**config.mk**
```make
export PLATFORM = sky130hd
export DESIGN_NAME = i2bf_top
export DESIGN_NICKNAME = d
export VERILOG_FILES = /design/src/hdl/i2bf_pkg.sv /design/src/hdl/i2bf_line_if.sv /design/src/hdl/i2bf_top.sv /design/src/hdl/i2bf_line_mon.sv /design/src/hdl/i2bf_rx_shift.sv
export SDC_FILE = /design/constraint.sdc
export NUM_CORES = 1
export LEC_CHECK = 0
export BUFFER_PORTS_ARGS = -buffer_cell sky130_fd_sc_hd__buf_4
export CAP_MARGIN = 10
export CORE_AREA = 3 3 84 86
export CTS_BUF_LIST = sky130_fd_sc_hd__clkbuf_8
export CTS_CLUSTER_SIZE = 40
export DETAILED_ROUTE_END_ITERATION = 6
export DIE_AREA = 0 0 87 89
export HOLD_SLACK_MARGIN = 0.08
export PLACE_DENSITY = 0.8
export SKIP_LAST_GASP = 1
export SYNTH_ARGS = -nofsm -noshare
export SYNTH_HDL_FRONTEND = slang
export SYNTH_SLANG_ARGS = --single-unit
```
**constraint.sdc**
```tcl
create_clock -name pclk -period 2.5 [get_ports pclk]
set_clock_uncertainty 0.2 [all_clocks]
set_input_delay 0.25 -clock pclk [delete_from_list [all_inputs] [get_ports pclk]]
set_output_delay 0.25 -clock pclk [all_outputs]
set_load 0.1 [all_outputs]
```
**src/hdl/i2bf_pkg.sv**
```systemverilog
// Constants, register map and types for the two-wire bus status-flag block.
// Assumes a 10 MHz APB clock; the RTL modules, the checker and the testbench import this package.
package i2bf_pkg;

  // Register byte offsets
  localparam logic [7:0] ADDR_MODE = 8'h00;
  localparam logic [7:0] ADDR_STATUS = 8'h04;
  localparam logic [7:0] ADDR_MASK = 8'h08;
  localparam logic [7:0] ADDR_RXDATA = 8'h0C;

  // Mode register fields
  localparam int MODE_RST_N_BIT = 5;
  localparam int MODE_RXEN_BIT = 9;
  localparam int MODE_STOP_BIT = 11;
  localparam int MODE_START_BIT = 13;
  localparam int MODE_NACKM_BIT = 15;
  localparam logic [31:0] MODE_RESET = 32'h0000_0000;
  localparam logic [31:0] MODE_MASK = 32'h0000_AA20;

  // Status register fields, mask register shares the layout
  localparam int ST_RRDY_BIT = 3;
  localparam int ST_OVR_BIT = 11;
  localparam int ST_BB_BIT = 12;
  localparam int ST_NACK_BIT = 13;
  localparam logic [31:0] MASK_RESET = 32'h0000_0000;
  localparam logic [31:0] MASK_BITS = 32'h0000_3808;

  // Receive byte width and acknowledge slot position
  localparam int BYTE_W = 8;
  localparam logic [3:0] LAST_BIT_CNT = 4'h7;
  localparam logic [3:0] ACK_CNT = 4'h8;

  // Hold time between line steps of START, repeated START and STOP
  localparam int CLK_MHZ = 10;
  localparam int T_HOLD_NS = 2500;
  localparam int HOLD_CYC_I = (T_HOLD_NS * CLK_MHZ + 999) / 1000;
  localparam logic [7:0] HOLD_CYC = 8'(HOLD_CYC_I);

  typedef enum logic [3:0] {
    SEQ_IDLE,
    SEQ_S_SDA,
    SEQ_S_SCL,
    SEQ_R_SDA,
    SEQ_R_SCL,
    SEQ_P_SDA,
    SEQ_P_SCL,
    SEQ_P_REL
  } i2bf_seq_t;

endpackage

```
**src/hdl/i2bf_line_if.sv**
```systemverilog
// Interface carrying synchronised bus line levels and events.
// Driven by the line monitor, read by the receiver and the top.
`timescale 1ns/100ps
interface i2bf_line_if;
  logic scl_lvl;
  logic sda_lvl;
  logic scl_rise;
  logic scl_fall;
  logic start_det;
  logic stop_det;

  modport mon (
    output scl_lvl, sda_lvl, scl_rise, scl_fall, start_det, stop_det
  );
  modport use_side (
    input scl_lvl, sda_lvl, scl_rise, scl_fall, start_det, stop_det
  );
endinterface

```
**src/hdl/i2bf_top.sv**
```systemverilog
// Status-flag core of a two-wire bus controller with an APB register slave.
// Assumes open-drain SCL/SDA pins pulled up outside, pclk at 10 MHz.
//
// How it works
// (RQ1) Sending a not-acknowledge in the ack slot as receiver sets nack sent.
// (RQ2) Writing a one to the nack sent bit clears it.
// (RQ3) Module reset or processor reset clears all three flags; in module reset the code makes bus busy follow SCL low instead.
// (RQ4) A START seen on the bus or made by the block sets bus busy.
// (RQ5) Bus busy is set while SCL is low and the module is held in reset.
// (RQ6) A STOP seen on the bus or made by the block clears bus busy.
// (RQ7) Writing a one to the bus busy bit clears it.
// (RQ8) A start request while the bus is busy makes a repeated START.
// (RQ9) In master mode bus busy follows the START and STOP that software asks.
// (RQ10) A full new byte while the data register is unread sets overrun.
// (RQ11) During overrun the new byte waits in the shifter only until later bits shift over it; a read takes the shifter's last eight bits.
// (RQ12) During overrun new bits keep shifting over the held byte.
// (RQ13) Reading the receive data register clears overrun.
// (RQ14) Writing a zero to a write-one-to-clear flag leaves it alone.
// (RQ15) A hardware set beats a software clear in the same cycle.
`timescale 1ns/100ps
module i2bf_top
  import i2bf_pkg::*;
(
  input wire logic pclk,
  input wire logic presetn,
  input wire logic psel,
  input wire logic penable,
  input wire logic pwrite,
  input wire logic [7:0] paddr,
  input wire logic [31:0] pwdata,
  output logic [31:0] prdata,
  output logic pready,
  output logic pslverr,
  output logic irq,
  input wire logic scl_in,
  output logic scl_out,
  output logic scl_oe_n,
  input wire logic sda_in,
  output logic sda_out,
  output logic sda_oe_n
);
  // Sticky flag update: set wins over clear
  function automatic logic flag_next(input logic cur, input logic set,
                                     input logic clr);
    flag_next = set | (cur & ~clr);
  endfunction

  i2bf_line_if ln ();

  logic [31:0] mode_r;
  logic [31:0] mask_r;
  logic [31:0] prdata_r;
  logic pready_r;
  logic pslverr_r;
  logic irq_r;
  logic scl_oe_n_r;
  logic sda_oe_n_r;
  logic nack_r;
  logic bb_r;
  logic ovr_r;
  logic rrdy_r;
  logic rx_full_r;
  logic [BYTE_W-1:0] rxdata_r;
  i2bf_seq_t seq_r;
  logic [7:0] hold_r;
  logic [BYTE_W-1:0] shift_q;
  logic byte_done;
  logic ack_drive;
  logic nack_pulse;
  logic run;
  logic wr_done;
  logic rd_done;
  logic wr_status;
  logic rd_rxdata;
  logic mapped;
  logic seq_start_made;
  logic seq_stop_made;
  logic hold_out;
  logic [31:0] status_word;
  logic [31:0] rd_word;

  assign run = mode_r[MODE_RST_N_BIT];

  i2bf_line_mon u_mon (
    .pclk(pclk),
    .presetn(presetn),
    .scl_in(scl_in),
    .sda_in(sda_in),
    .ln(ln)
  );

  i2bf_rx_shift u_rx (
    .pclk(pclk),
    .presetn(presetn),
    .enable(run & mode_r[MODE_RXEN_BIT]),
    .nack_mode(mode_r[MODE_NACKM_BIT]),
    .ln(ln),
    .shift_q(shift_q),
    .byte_done(byte_done),
    .ack_drive(ack_drive),
    .nack_pulse(nack_pulse)
  );

  // APB decode; one wait state, answer registered with pready
  always_comb begin
    mapped = (paddr == ADDR_MODE) || (paddr == ADDR_STATUS) ||
             (paddr == ADDR_MASK) || (paddr == ADDR_RXDATA);
    wr_done = psel & penable & pready_r & pwrite & ~pslverr_r;
    rd_done = psel & penable & pready_r & ~pwrite & ~pslverr_r;
    wr_status = wr_done & (paddr == ADDR_STATUS);
    rd_rxdata = rd_done & (paddr == ADDR_RXDATA);
  end

  always_comb begin
    status_word = '0;
    status_word[ST_NACK_BIT] = nack_r;
    status_word[ST_BB_BIT] = bb_r;
    status_word[ST_OVR_BIT] = ovr_r;
    status_word[ST_RRDY_BIT] = rrdy_r;
    unique case (paddr)
      ADDR_MODE: rd_word = mode_r;
      ADDR_STATUS: rd_word = status_word;
      ADDR_MASK: rd_word = mask_r;
      ADDR_RXDATA: rd_word = {{(32-BYTE_W){1'b0}}, rxdata_r};
      default: rd_word = '0;
    endcase
  end

  always_ff @(posedge pclk or negedge presetn) begin
    if (!presetn) begin
      pready_r <= 1'b0;
      pslverr_r <= 1'b0;
      prdata_r <= '0;
    end else begin
      pready_r <= psel & penable & ~pready_r;
      pslverr_r <= psel & penable & ~pready_r & ~mapped;
      if (psel && penable && !pready_r && !pwrite) begin
        prdata_r <= rd_word;
      end
    end
  end

  // Mode register; hardware drops the request bits once the line is done
  always_ff @(posedge pclk or negedge presetn) begin
    if (!presetn) begin
      mode_r <= MODE_RESET;
    end else if (wr_done && paddr == ADDR_MODE) begin
      mode_r <= pwdata & MODE_MASK;
    end else begin
      if (seq_start_made) begin
        mode_r[MODE_START_BIT] <= 1'b0;
      end
      if (seq_stop_made) begin
        mode_r[MODE_STOP_BIT] <= 1'b0;
      end
    end
  end

  always_ff @(posedge pclk or negedge presetn) begin
    if (!presetn) begin
      mask_r <= MASK_RESET;
    end else if (wr_done && paddr == ADDR_MASK) begin
      mask_r <= pwdata & MASK_BITS;
    end
  end

  // START, repeated START and STOP maker, stepping every hold time
  assign hold_out = (hold_r == 8'h00);
  assign seq_start_made = (seq_r == SEQ_S_SCL) & hold_out;
  assign seq_stop_made = (seq_r == SEQ_P_REL) & hold_out;

  always_ff @(posedge pclk or negedge presetn) begin
    if (!presetn) begin
      seq_r <= SEQ_IDLE;
      hold_r <= '0;
    end else if (!run) begin
      seq_r <= SEQ_IDLE;
      hold_r <= '0;
    end else if (seq_r == SEQ_IDLE) begin
      hold_r <= HOLD_CYC;
      if (mode_r[MODE_START_BIT]) begin
        seq_r <= bb_r ? SEQ_R_SDA : SEQ_S_SDA; // see RQ8
      end else if (mode_r[MODE_STOP_BIT]) begin
        seq_r <= SEQ_P_SDA;
      end
    end else if (!hold_out) begin
      hold_r <= hold_r - 8'h01;
    end else begin
      hold_r <= HOLD_CYC;
      unique case (seq_r)
        SEQ_R_SDA: seq_r <= SEQ_R_SCL;
        SEQ_R_SCL: seq_r <= SEQ_S_SDA;
        SEQ_S_SDA: seq_r <= SEQ_S_SCL;
        SEQ_S_SCL: seq_r <= SEQ_IDLE;
        SEQ_P_SDA: seq_r <= SEQ_P_SCL;
        SEQ_P_SCL: seq_r <= SEQ_P_REL;
        SEQ_P_REL: seq_r <= SEQ_IDLE;
        default: seq_r <= SEQ_IDLE;
      endcase
    end
  end

  // Pin drive; SCL stays low from our START to our STOP, released only for a repeated START, a module reset or a processor reset
  always_ff @(posedge pclk or negedge presetn) begin
    if (!presetn) begin
      scl_oe_n_r <= 1'b1;
    end else if (!run) begin
      scl_oe_n_r <= 1'b1;
    end else if (seq_r == SEQ_S_SCL && hold_out) begin
      scl_oe_n_r <= 1'b0;
    end else if (seq_r == SEQ_R_SCL || seq_r == SEQ_P_SCL) begin
      scl_oe_n_r <= 1'b1;
    end
  end

  always_ff @(posedge pclk or negedge presetn) begin
    if (!presetn) begin
      sda_oe_n_r <= 1'b1;
    end else begin
      sda_oe_n_r <= ~(ack_drive | seq_r == SEQ_S_SDA | seq_r == SEQ_S_SCL |
                      seq_r == SEQ_P_SDA | seq_r == SEQ_P_SCL);
    end
  end

  // Not-acknowledge sent flag
  always_ff @(posedge pclk or negedge presetn) begin
    if (!presetn) begin
      nack_r <= 1'b0;
    end else if (!run) begin
      nack_r <= 1'b0; // see RQ3
    end else begin
      // see RQ1, RQ2, RQ14, RQ15
      nack_r <= flag_next(nack_r, nack_pulse,
                          wr_status & pwdata[ST_NACK_BIT]);
    end
  end

  // Bus busy flag; own START/STOP counted as soon as the line is made
  always_ff @(posedge pclk or negedge presetn) begin
    if (!presetn) begin
      bb_r <= 1'b0;
    end else if (!run) begin
      bb_r <= ~ln.scl_lvl; // see RQ3, RQ5
    end else begin
      // see RQ4, RQ6, RQ7, RQ9, RQ14, RQ15
      bb_r <= flag_next(bb_r, ln.start_det | seq_start_made,
                        ln.stop_det | seq_stop_made |
                        (wr_status & pwdata[ST_BB_BIT]));
    end
  end

  // Receive data register and overrun; a pending byte moves on read
  always_ff @(posedge pclk or negedge presetn) begin
    if (!presetn) begin
      rxdata_r <= '0;
      rx_full_r <= 1'b0;
      ovr_r <= 1'b0;
    end else if (!run) begin
      rx_full_r <= 1'b0;
      ovr_r <= 1'b0; // see RQ3
    end else if (rd_rxdata) begin
      // see RQ13; held byte or one just done takes the freed slot
      if (ovr_r || byte_done) begin
        rxdata_r <= shift_q; // see RQ11
      end
      rx_full_r <= ovr_r | byte_done;
      ovr_r <= 1'b0;
    end else if (byte_done) begin
      if (rx_full_r) begin
        ovr_r <= 1'b1; // see RQ10, RQ11
      end else begin
        rxdata_r <= shift_q;
        rx_full_r <= 1'b1;
      end
    end
  end

  // Receive ready event, cleared by write of one
  always_ff @(posedge pclk or negedge presetn) begin
    if (!presetn) begin
      rrdy_r <= 1'b0;
    end else if (!run) begin
      rrdy_r <= 1'b0;
    end else begin
      rrdy_r <= flag_next(rrdy_r,
                          (byte_done & (~rx_full_r | rd_rxdata)) |
                          (rd_rxdata & ovr_r),
                          wr_status & pwdata[ST_RRDY_BIT]);
    end
  end

  // Level interrupt, one cycle behind the flags
  always_ff @(posedge pclk or negedge presetn) begin
    if (!presetn) begin
      irq_r <= 1'b0;
    end else begin
      irq_r <= |(status_word & mask_r);
    end
  end

  assign prdata = prdata_r;
  assign pready = pready_r;
  assign pslverr = pslverr_r;
  assign irq = irq_r;
  // Open drain: the pins only ever pull low
  assign scl_out = 1'b0;
  assign sda_out = 1'b0;
  assign scl_oe_n = scl_oe_n_r;
  assign sda_oe_n = sda_oe_n_r;
endmodule

```
**src/hdl/i2bf_line_mon.sv**
```systemverilog
// Line monitor: synchronises SCL and SDA, finds edges, START and STOP.
// Assumes pins are asynchronous to pclk and bus idles high.
`timescale 1ns/100ps
module i2bf_line_mon
  import i2bf_pkg::*;
(
  input wire logic pclk,
  input wire logic presetn,
  input wire logic scl_in,
  input wire logic sda_in,
  i2bf_line_if.mon ln
);
  logic [1:0] scl_sync_r;
  logic [1:0] sda_sync_r;
  logic scl_d_r;
  logic sda_d_r;

  // Two-flop synchronisers; first stage feeds only the second
  always_ff @(posedge pclk or negedge presetn) begin
    if (!presetn) begin
      scl_sync_r <= 2'h3;
      sda_sync_r <= 2'h3;
    end else begin
      scl_sync_r <= {scl_sync_r[0], scl_in};
      sda_sync_r <= {sda_sync_r[0], sda_in};
    end
  end

  always_ff @(posedge pclk or negedge presetn) begin
    if (!presetn) begin
      scl_d_r <= 1'b1;
      sda_d_r <= 1'b1;
    end else begin
      scl_d_r <= scl_sync_r[1];
      sda_d_r <= sda_sync_r[1];
    end
  end

  assign ln.scl_lvl = scl_sync_r[1];
  assign ln.sda_lvl = sda_sync_r[1];
  assign ln.scl_rise = scl_sync_r[1] & ~scl_d_r;
  assign ln.scl_fall = ~scl_sync_r[1] & scl_d_r;
  // SDA moving while SCL stays high marks START or STOP
  assign ln.start_det = scl_sync_r[1] & scl_d_r & sda_d_r & ~sda_sync_r[1];
  assign ln.stop_det = scl_sync_r[1] & scl_d_r & ~sda_d_r & sda_sync_r[1];
endmodule

```
**src/hdl/i2bf_rx_shift.sv**
```systemverilog
// Receive shifter: samples SDA on SCL rise, answers the acknowledge slot.
// Assumes line events from the line monitor and one clock domain.
`timescale 1ns/100ps
module i2bf_rx_shift
  import i2bf_pkg::*;
(
  input wire logic pclk,
  input wire logic presetn,
  input wire logic enable,
  input wire logic nack_mode,
  i2bf_line_if.use_side ln,
  output logic [BYTE_W-1:0] shift_q,
  output logic byte_done,
  output logic ack_drive,
  output logic nack_pulse
);
  logic [BYTE_W-1:0] shift_r;
  logic [3:0] cnt_r;
  logic active_r;
  logic ack_drive_r;

  always_ff @(posedge pclk or negedge presetn) begin
    if (!presetn) begin
      active_r <= 1'b0;
    end else if (!enable || ln.stop_det) begin
      active_r <= 1'b0;
    end else if (ln.start_det) begin
      active_r <= 1'b1;
    end
  end

  // Shifting goes on during a transfer, even while a byte is held for overrun (see RQ12)
  always_ff @(posedge pclk or negedge presetn) begin
    if (!presetn) begin
      shift_r <= '0;
      cnt_r <= '0;
    end else if (!enable || ln.start_det) begin
      cnt_r <= '0;
    end else if (active_r && ln.scl_rise) begin
      if (cnt_r == ACK_CNT) begin
        cnt_r <= '0;
      end else begin
        shift_r <= {shift_r[BYTE_W-2:0], ln.sda_lvl};
        cnt_r <= cnt_r + 4'h1;
      end
    end
  end

  // Ack slot: pull SDA low, or leave it released for not-acknowledge
  always_ff @(posedge pclk or negedge presetn) begin
    if (!presetn) begin
      ack_drive_r <= 1'b0;
      nack_pulse <= 1'b0;
    end else begin
      nack_pulse <= 1'b0;
      if (!enable || !active_r) begin
        ack_drive_r <= 1'b0;
      end else if (ln.scl_fall && cnt_r == ACK_CNT) begin
        ack_drive_r <= ~nack_mode;
        nack_pulse <= nack_mode; // see RQ1
      end else if (ln.scl_fall) begin
        ack_drive_r <= 1'b0;
      end
    end
  end

  assign byte_done = active_r & ln.scl_rise & (cnt_r == LAST_BIT_CNT);
  // Byte just completing, else the last eight bits held (see RQ11)
  assign shift_q = byte_done ? {shift_r[BYTE_W-2:0], ln.sda_lvl} : shift_r;
  assign ack_drive = ack_drive_r;
endmodule

```
=== After elaboration in Yosys (flattened, before gate mapping) ===
Index checks and enable logic that the tools add are counted.

* Bits in latches: 0
* Output and inout bits: 39
* Input port bits: 47
* Memories kept: 0
* Memory bits (writable): 0
* Register bits: 92
* ROM bits: 0

* Bitwise operators: 60
* Order comparisons: 0
* Eq/ne operators: 19
* Multiplexer cells: 43
* Div/mod/pow operators: 0
* Shift-type cells: 0
* Reductions and logical operators: 34
* Multipliers: 0
* Add/subtract/negate cells: 2

{| class="wikitable"
|+ Operator list
! kind !! number
|-
| 8-bit two-way mux || 8
|-
| 16-bit case mux with 4 select lines || 1
|-
| 4-bit two-way mux || 8
|-
| 32-bit OR reduction || 1
|-
| 1-bit bitwise AND || 30
|-
| 1-bit two-way mux || 24
|-
| 4-bit by 3-bit equality test with 1-bit output (second input constant) || 5
|-
| 8-bit by 4-bit equality test with 1-bit output (second input constant) || 2
|-
| 8-bit logical NOT || 2
|-
| 1-bit inverter || 16
|-
| 3-bit case mux with 5 select lines || 1
|-
| 14-bit bitwise AND || 1
|-
| 1-bit OR || 13
|-
| 3-bit by 1-bit inequality test with 1-bit output (second input constant) || 4
|-
| 2-bit nonzero test || 5
|-
| 4-bit by 2-bit equality test with 1-bit output (second input constant) || 2
|-
| 8-bit by 3-bit equality test with 1-bit output (second input constant) || 1
|-
| 1-bit logical AND || 8
|-
| 1-bit logical OR || 8
|-
| 8-bit by 1-bit subtractor with 8-bit output (second input constant) || 1
|-
| 4-bit by 1-bit adder with 4-bit output (second input constant) || 1
|-
| 4-bit by 1-bit equality test with 1-bit output (second input constant) || 1
|-
| 4-bit equality test (second input constant) || 1
|-
| 1-bit logical NOT || 4
|-
| 8 further kinds || 10
|}

=== Logic depth before layout (Yosys ltp) ===
Gate-level depths: netlist (run 1).

* Word-level depth: 11
* Mapped depth: 7
* Gate-level depth less buffers: 6

=== By module ===
A second synthesis (run 1) with hierarchy kept.

* Cell total of the unflattened synthesis: 316
* Area, all modules: 3514.6 um2

{| class="wikitable"
|+ Modules (own cells, without submodules)
! module !! times used !! area each (um2) !! cells an instance
|-
| i2bf_top || 1 || 2551.2 || 239
|-
| i2bf_rx_shift || 1 || 773.2 || 67
|-
| i2bf_line_mon || 1 || 190.2 || 10
|}

=== Worst setup path after synthesis (run 1) ===
OpenSTA, ideal clock, no wires.

* Kind: register to register
* Start point: register pready_r, in the netlist pready
* End point: register mask_r[11]
* Cell stages (with the launch flop): 5
* Path slack: -0.085 ns
* Period minus slack after synthesis: 2.585 ns
* Data arrival time: 2.260 ns
* Library setup time: 0.125 ns
* Data required time: 2.175 ns
* Cell sequence: dfrtp_1 -> nand4b_1 -> or2_2 -> nor3b_2 -> mux2_2

* Cells in the longest elaborated chain, start to end: 4

{| class="wikitable"
|+ RTL lines
! element !! RTL line !! text
|-
| from (decl) || i2bf_top.sv:53 || <nowiki>logic pready_r;</nowiki>
|-
| from (signal assigned) || i2bf_top.sv:135 || <nowiki>pready_r <= psel & penable & ~pready_r;</nowiki>
|-
| 1-bit bitwise AND (3 in a row) || i2bf_top.sv:108 || <nowiki>wr_done = psel & penable & pready_r & pwrite & ~pslverr_r;</nowiki>
|-
| 1-bit logical AND || i2bf_top.sv:162 || <nowiki>end else if (wr_done && paddr == ADDR_MASK) begin</nowiki>
|-
| to (signal assigned) || i2bf_top.sv:163 || <nowiki>mask_r <= pwdata & MASK_BITS;</nowiki>
|-
| to (decl) || i2bf_top.sv:51 || <nowiki>logic [31:0] mask_r;</nowiki>
|}

No other way between the ends.
A chain may end at the register's enable or synchronous reset.

=== Worst setup path after layout (run 1) ===
* Start point: register hold_r[0]
* End point: register seq_r[1]

* Cells in the longest elaborated chain, start to end: 3

{| class="wikitable"
|+ RTL lines
! element !! RTL line !! text
|-
| from (decl) || i2bf_top.sv:65 || <nowiki>logic [7:0] hold_r;</nowiki>
|-
| from (signal assigned) || i2bf_top.sv:187 || <nowiki>hold_r <= hold_r - 8'h01;</nowiki>
|-
| 8-bit logical NOT || i2bf_top.sv:168 || <nowiki>assign hold_out = (hold_r == 8'h00);</nowiki>
|-
| 3-bit by 1-bit inequality test with 1-bit output (no line) || -- ||
|-
| 2-bit AND reduction (no line) || -- ||
|-
| to (signal assigned) || i2bf_top.sv:182 || <nowiki>seq_r <= bb_r ? SEQ_R_SDA : SEQ_S_SDA;</nowiki>
|-
| to (decl) || i2bf_top.sv:64 || <nowiki>i2bf_seq_t seq_r;</nowiki>
|}

No other way between the ends.

==> results.txt, run 1 <==
----------------------------------------------------
[Status]
  Result of the run ... finished, final reports clean

[Timing]
  Time the worst path needs with I/O delays and setup ... 2280 ps
  Unrepaired setup endpoints after global routing ... no
  Slew at the pin closest to its max-slew limit ... 589 ps
  Maximum achievable frequency ... 438 MHz
  Final WS setup ... 216 ps
  Worst slew slack as a fraction of its limit ... 60.8%
  Tcrit/Tclk final ... approximately nine tenths
  Final Hold Fails ... 0
  Final max-slew violation count ... 0
  Final-layout setup total negative slack ... 0 ps
  Final setup violation count ... 0

[Worst setup path]
  CP Data Required Time ... 2560 ps
  Number of buffers and inverters on the critical path ... 1
  Critical Path Max Stage Delay ... approximately 510 ps
  Critical Path AT ... 2340 ps
  Cell type with the highest occurrence count on the critical path ... o31ai_1
  CP endpoint kind ... flip-flop
  Cell breakdown of the critical path ... inv_1 > ha_1 > or3b_2 > o211ai_2 > o31ai_1 > o31ai_1
  Setup CP Type ... reg2reg
  CP delay by family, top ... compound AO/OA/AOI/OAI gates
  Crit-path slowest cell ... or3b_2
  Critical path launch point type ... flip-flop
  Maximum fanout count along the critical path ... 7

[Yosys]
  Synthesis-stage register bit count ... 72
  Count of mapped cells out of synthesis ... 309
  Dominant synthesized flop cell ... dfrtp_1
  Yosys cell types ... 51
  Cell type contributing the most total cell area after synthesis ... dfrtp_1
  Async set-reset flop share out of synthesis ... 100%
  Mapped Avg Cell Area ... 11.3 um2
  Sequential share of the synthesized area ... 51.7%
  Post-synth design cell area ... 3510 um2
  Leading cell types by total area after synthesis ... dfrtp_1, mux2_2, dfstp_2
  Share of Yosys cell area claimed by the top area cell type ... 45.7%
  Number of flops mapped to enable cells by yosys ... 0
  Count of synthesis-stage warnings from yosys ... 0

[Route]
  Vias per cell ... 5.58
  Number of nets still failing antenna checks after routing ... 0
  First-pass iteration count of the detailed router ... 4
  Via total after detailed routing ... 2490
  Routed len/inst ... ~16 um
  Number of violations reported at the end of detailed-routing iteration 0 ... 96
  DRC violations left ... 0
  Wire length reported by the detailed router ... 6920 um

[Hold path]
  Class of the most critical hold timing path ... in2reg

[Finish]
  Number of antenna repair diodes ... 0
  Fraction of final layout cells with drive strength greater than 1 ... 32.2%
  Area delta synth->final ... 17.2%
  Fillcell total ... 483
  Area occupied by multi-input gates ... approximately 1500 um2
  FF+latch area ... 1810 um2
  Final net count ... 415
  Final core utilization ... about two thirds

[Floorplan]
  Core footprint ... between 6000 and 7000 um2
  Die footprint ... 7740 um2
  Initial core utilization ... 55.2%
  Std cell rows ... 29
  Top-level port count ... 86
  Die width ... 87 um
  Die Span Y ... 89 um

[Power]
  Leakage power of the design ... 0.00199 uW
  Cell area power density ... 561 nW/um2
  Worst IR Drop VDD ... 0.000434 V
  Total power draw ... 2300 uW

[GRT]
  Overall routing resource usage ... 19.0%
  First-pass GRT wire length ... 11400 um
  Vias in the first global route ... 2471
  Overall overflow remaining after global route ... 0
  Number of antenna violations at the first check in global routing ... 0
  Largest net degree at the start of global routing ... 47

[Clocking]
  CTS sink count ... 72
  Source-to-sink clock delay at the later pin of the worst-skew pair ... approximately 350 ps
  Number of H-tree levels ... 3
  CTS tree ... built
  Number of setup buffers added after CTS ... 0
  Clk Tree Root Cell ... clkbuf_8
  Cts bufs inserted ... 9
  Number of buffers between clock root and the deepest sink ... 2
  Register clock-pin slew on the reported worst setup and hold paths ... ~80 ps

[Job]
  Max-capacitance violation count ... 0

[Place]
  Port buffer count ... 39
  Setup slack at placement ... 163 ps
  RePlAce Congestion ... 0.764
  DPL Wire Length ... 4920 um

----------------------------------------------------
-- layer usage --
| metal | up-vias | wire [um] | track usage, % |
|---|---|---|---|
| met5 | - | 0 | 0 |
| met4 | 0 | 82 | 7.93 |
| met3 | 8 | 372 | 5.07 |
| met2 | 78 | 3380 | 30.8 |
| met1 | 1243 | 3090 | 24.2 |
| li1 | 1161 | - | - |
-- cell usage in the layout, fill, tap and decap left out, types with 4 or more instances in the layout --
cell and n:
dfrtp_1 63, buf_4 45, mux2_2 36, conb_1 21, nor2_1 18, nand2_1 16
a21oi_1 15, nor3_1 12, dlygate4sd3_1 12, inv_1 11, o21ai_0 10, clkbuf_8 9
dfstp_2 8, a22o_1 7, nand3b_1 6, nand3_1 6, xnor2_1 5, mux2i_1 5
or3_1 4, a22oi_1 4, o31ai_1 4, ha_1 4
-- layout make-up --
class | instances | share of cell area (%)
timing repair buffer | 57 | 11.1
multi-input combinational | 212 | 36.8
clock buffer | 9 | 3.01
inverter | 12 | 1.10
clock inverter | 7 | 1.49
sequential | 72 | 44.1
tap | 77 | 2.34
-- state kept, by name (all words and copies together) (netlist names), 2 cells and up --
signal and flops:
seq_r 3, prdata 13, hold_r 8, mask_r 4, u_rx.shift_r 8, u_mon.scl_sync_r 2, u_mon.sda_sync_r 2, mode_r 5
rxdata_r 8, u_rx.cnt_r 4
-- stage by stage --
step | instances | hold slack, ps | instance area, um2
5_1_grt | 446 | 132 | 4110
4_1_cts | 446 | 94.0 | 4110
3_5_place_dp | 418 | 93.7 | 3800
3_3_place_gp | 418 | 89.0 | 3800
6_report | 446 | 111 | 4110
2_1_floorplan | 329 | -246 | 3580
-- power by group --
group	leakage, uW	internal [uW]	switching, uW
logic	0.000925	49.3	205
registers	0.000973	1180	8.61
clock network	0.0000888	379	486
total	0.00199	1600	700
-- cell usage after synthesis, types with 2 or more instances --
library cell / n
ha_1: 4
a22o_1: 7
nor2b_1: 3
xor2_1: 2
o21a_1: 3
or3_1: 4
and3_1: 2
nor4_1: 3
o21ai_0: 10
nor3_1: 12
or2_2: 3
a21oi_1: 15
nor4_4: 2
dfstp_2: 8
mux2i_1: 5
inv_1: 11
nor2_1: 18
clkbuf_1: 9
a22oi_1: 4
o31ai_1: 4
nand2_1: 16
dfrtp_1: 64
nand2b_1: 2
xnor2_1: 5
nand3_1: 6
buf_4: 22
nand3b_1: 6
mux2_2: 36
-- path summary, 6_finish.rpt --
| check | start | slack [ps] | endpoint | depth (start not counted) |
|---|---|---|---|---|
| worst max-delay path | hold_r[0] | 220 | seq_r[1] | 6 |
| worst max register to register | hold_r[0] | 220 | seq_r[1] | 6 |
| worst min-delay path | paddr[3] | 110 | prdata[3] | 3 |
| max in group asynchronous | presetn | 1190 | scl_oe_n | 3 |
| min in group asynchronous | presetn | 240 | u_rx.shift_r[0] | 2 |
| worst min register to register | u_mon.sda_sync_r[0] | 160 | u_mon.sda_sync_r[1] | 0 |
-- cell families (layout without fill, tap and decap cells) --
kind of cell | after synthesis | after routing | synth area share, %
AOI/OAI and AO/OA | 52 | 52 | 10.2
xor gates and xnor gates | 7 | 7 | 1.75
adders and majority gates | 4 | 4 | 1.43
buffers and inverters | 45 | 85 | 7.49
DFF | 72 | 72 | 51.7
muxes | 41 | 41 | 13.0
other | 1 | 21 | 0.107
and+or+nand+nor | 87 | 87 | 14.4
-- tightest hold or removal path: stages --
cell and delay, ps:
buf_4 150, a22oi_1 90, o21ai_0 140
-- what timing repair did --
item | 4_1_cts | 5_1_grt
endpoints found under the hold margin | 59 | 0
hold buffers | 12 | 0
gates resized for setup | 0 | 0
(Power assumes the default switching activity.)
==> run 2: changes to the inputs <==
Settings changed: PLACE_DENSITY 0.8 to 0.81, SKIP_CTS_REPAIR_TIMING from default to 1.
==> run 2 against run 1 <==
  * Cell count increased by 0.22%
  * Die area is the same
  * Routed wire length grew 4.0%
  * Non-clock buffer count is 2 higher
  * Clock-buffer cell count grew 1
  * Power is 6.2% higher
  * Critical path type unchanged
==> results.txt, run 2 (same netlist as run 1, synthesis figures left out) <==
----------------------------------------------------
[Hold path]
  Worst min-delay path startpoint ... paddr[3]
  Count of cells along the worst hold path ... 3 (unchanged)
  Class of the most critical hold timing path ... in2reg
  End of the worst hold path ... prdata[3]

[Route]
  DRC violations left ... 0 (unchanged)
  Number of nets still failing antenna checks after routing ... 0 (unchanged)
  First-pass iteration count of the detailed router ... 4 (unchanged)
  Via total after detailed routing ... 2474 (-0.64%)
  Number of violations reported at the end of detailed-routing iteration 0 ... 123 (+28%)
  Wire length reported by the detailed router ... 7200 um (+4.0%)
  Vias per cell ... 5.53 (-0.86%)
  Routed len/inst ... 16.1 um (+3.8%)

[Timing]
  Tcrit/Tclk final ... 93.2% (+1.8 points)
  Final setup violation count ... 0 (unchanged)
  Final-layout setup total negative slack ... 0 ps (unchanged)
  Final max-slew violation count ... 0 (unchanged)
  Maximum achievable frequency ... 429 MHz (-1.9%)
  Time the worst path needs with I/O delays and setup ... 2330 ps (+45.0 ps)
  Unrepaired setup endpoints after global routing ... no
  Final Hold Fails ... 0 (unchanged)

[Worst setup path]
  R2R Setup Slk ... 170 ps (-50 ps)
  CP endpoint kind ... flip-flop
  Worst r2r path cells ... 6 (unchanged)
  Cell breakdown of the critical path ... inv_1 > ha_1 > or3b_2 > o21a_1 > o311ai_0 > o31ai_1
  CP Data Required Time ... 2510 ps (-50 ps)
  Setup CP Type ... reg2reg
  Critical Path AT ... 2340 ps (about the same)
  Critical R2R Capture ... seq_r[2]
  Crit-path slowest cell ... or3b_2
  Maximum fanout count along the critical path ... 6 (-1)
  Number of buffers and inverters on the critical path ... 1 (unchanged)
  Critical Path Max Stage Delay ... 530 ps (+20 ps)
  R2r startpoint ... hold_r[0]
  Critical path launch point type ... flip-flop
  CP delay by family, top ... compound AO/OA/AOI/OAI gates

[GRT]
  First-pass GRT wire length ... 12100 um (+6.6%)
  Overall routing resource usage ... 20.3% (+1.3 points)
  Number of antenna violations at the first check in global routing ... 0 (unchanged)
  Vias in the first global route ... 2485 (+0.57%)
  Largest net degree at the start of global routing ... 36 (-23%)
  Overall overflow remaining after global route ... 0 (unchanged)

[Clocking]
  Clk Tree Root Cell ... clkbuf_8
  Number of H-tree levels ... 3 (unchanged)
  CTS sink count ... 72 (unchanged)
  CTS tree ... built
  Number of buffers between clock root and the deepest sink ... 2 (unchanged)
  Cts bufs inserted ... 9 (unchanged)
  Register clock-pin slew on the reported worst setup and hold paths ... 70 ps (about the same)
  Source-to-sink clock delay at the later pin of the worst-skew pair ... 350 ps (about the same)

[Floorplan]
  Std cell rows ... 29 (unchanged)
  Top-level port count ... 86 (unchanged)
  Die footprint ... 7740 um2 (unchanged)
  Initial core utilization ... 55.2% (unchanged)
  Core footprint ... 6350 um2 (unchanged)
  Die width ... 87 um (unchanged)
  Die Span Y ... 89 um (unchanged)

[Finish]
  Final net count ... 417 (+0.48%)
  Most common cell after layout, fill and taps aside ... dfrtp_1
  Area delta synth->final ... 18.6%
  Post-route insts no fill ... 447 (+0.22%)
  Fraction of final layout cells with drive strength greater than 1 ... 32.4% (+0.18 points)
  Number of antenna repair diodes ... 0 (unchanged)
  Number of flip-flops under the largest register name ... 13 (unchanged)
  Commonest cells after routing, fill and taps aside ... dfrtp_1, buf_4, mux2_2

[Power]
  Cell area power density ... 588 nW/um2 (+4.9%)
  Leakage power of the design ... 0.00201 uW (+1.4%)
  Worst IR Drop VDD ... 0.000473 V (+9.0%)

[Place]
  RePlAce Congestion ... 0.784 (+2.7%)
  DP Cell Count ... 420 (+0.48%)
  DPL Wire Length ... 5240 um (+6.6%)
  Port buffer count ... 39 (unchanged)

[Job]
  Max-capacitance violation count ... 0 (unchanged)

[Status]
  Result of the run ... finished, final reports clean

----------------------------------------------------
[run 2: power by group]
part | switching (uW) | internal [uW]
clock | 422 | 583
combinational | 207 | 49.4
sequential | 8.58 | 1180
[run 2: cell type report]
type	count	area, um2
Clock buffer	10	138
Multi-Input combinational cell	212	1510
Sequential cell	72	1810
Tap cell	77	96.3
Inverter	12	45.0
Timing Repair Buffer	59	473
Clock inverter	5	81.3
Fill cell	488	2190
[run 2: per-layer routing]
layer	vias up	share of wire (%)	GRT usage, %
met4	0	1.5	6.23
li1	1166	-	-
met1	1219	43	26.6
met3	12	4.9	5.53
met5	-	0	0
met2	77	51	33.1
[run 2: worst min-delay path, stage by stage]
cell     delay, ps
buf_4          160
a22oi_1         90
o21ai_0        150
[run 2: through the flow]
step                setup slack (ps)  area, um2  total power (uW)  utilization, %  hold WS (ps)
detailed placement               188       3820              1450            60.2          21.3
global placement                 217       3820              1440            60.2          12.3
finish                           171       4160              2450            65.5           138
global route                    73.5       4160              2540            65.5           157
CTS                              206       4040              2460            63.6          -366
floorplan                       59.4       3580              1410               -          -246
[run 2: worst max-delay path by stage]
stage / slack, ps / depth (start not counted) / end / start
3_5_place_dp: 190 / 5 / mode_r[9] / paddr[1]
5_1_grt: 70 / 6 / bb_r / hold_r[0]
6_report: 170 / 6 / seq_r[2] / hold_r[0]
4_1_cts: 210 / 6 / bb_r / hold_r[0]
3_3_place_gp: 220 / 5 / mode_r[13] / paddr[1]
2_1_floorplan: 60 / 4 / mask_r[11] / pslverr
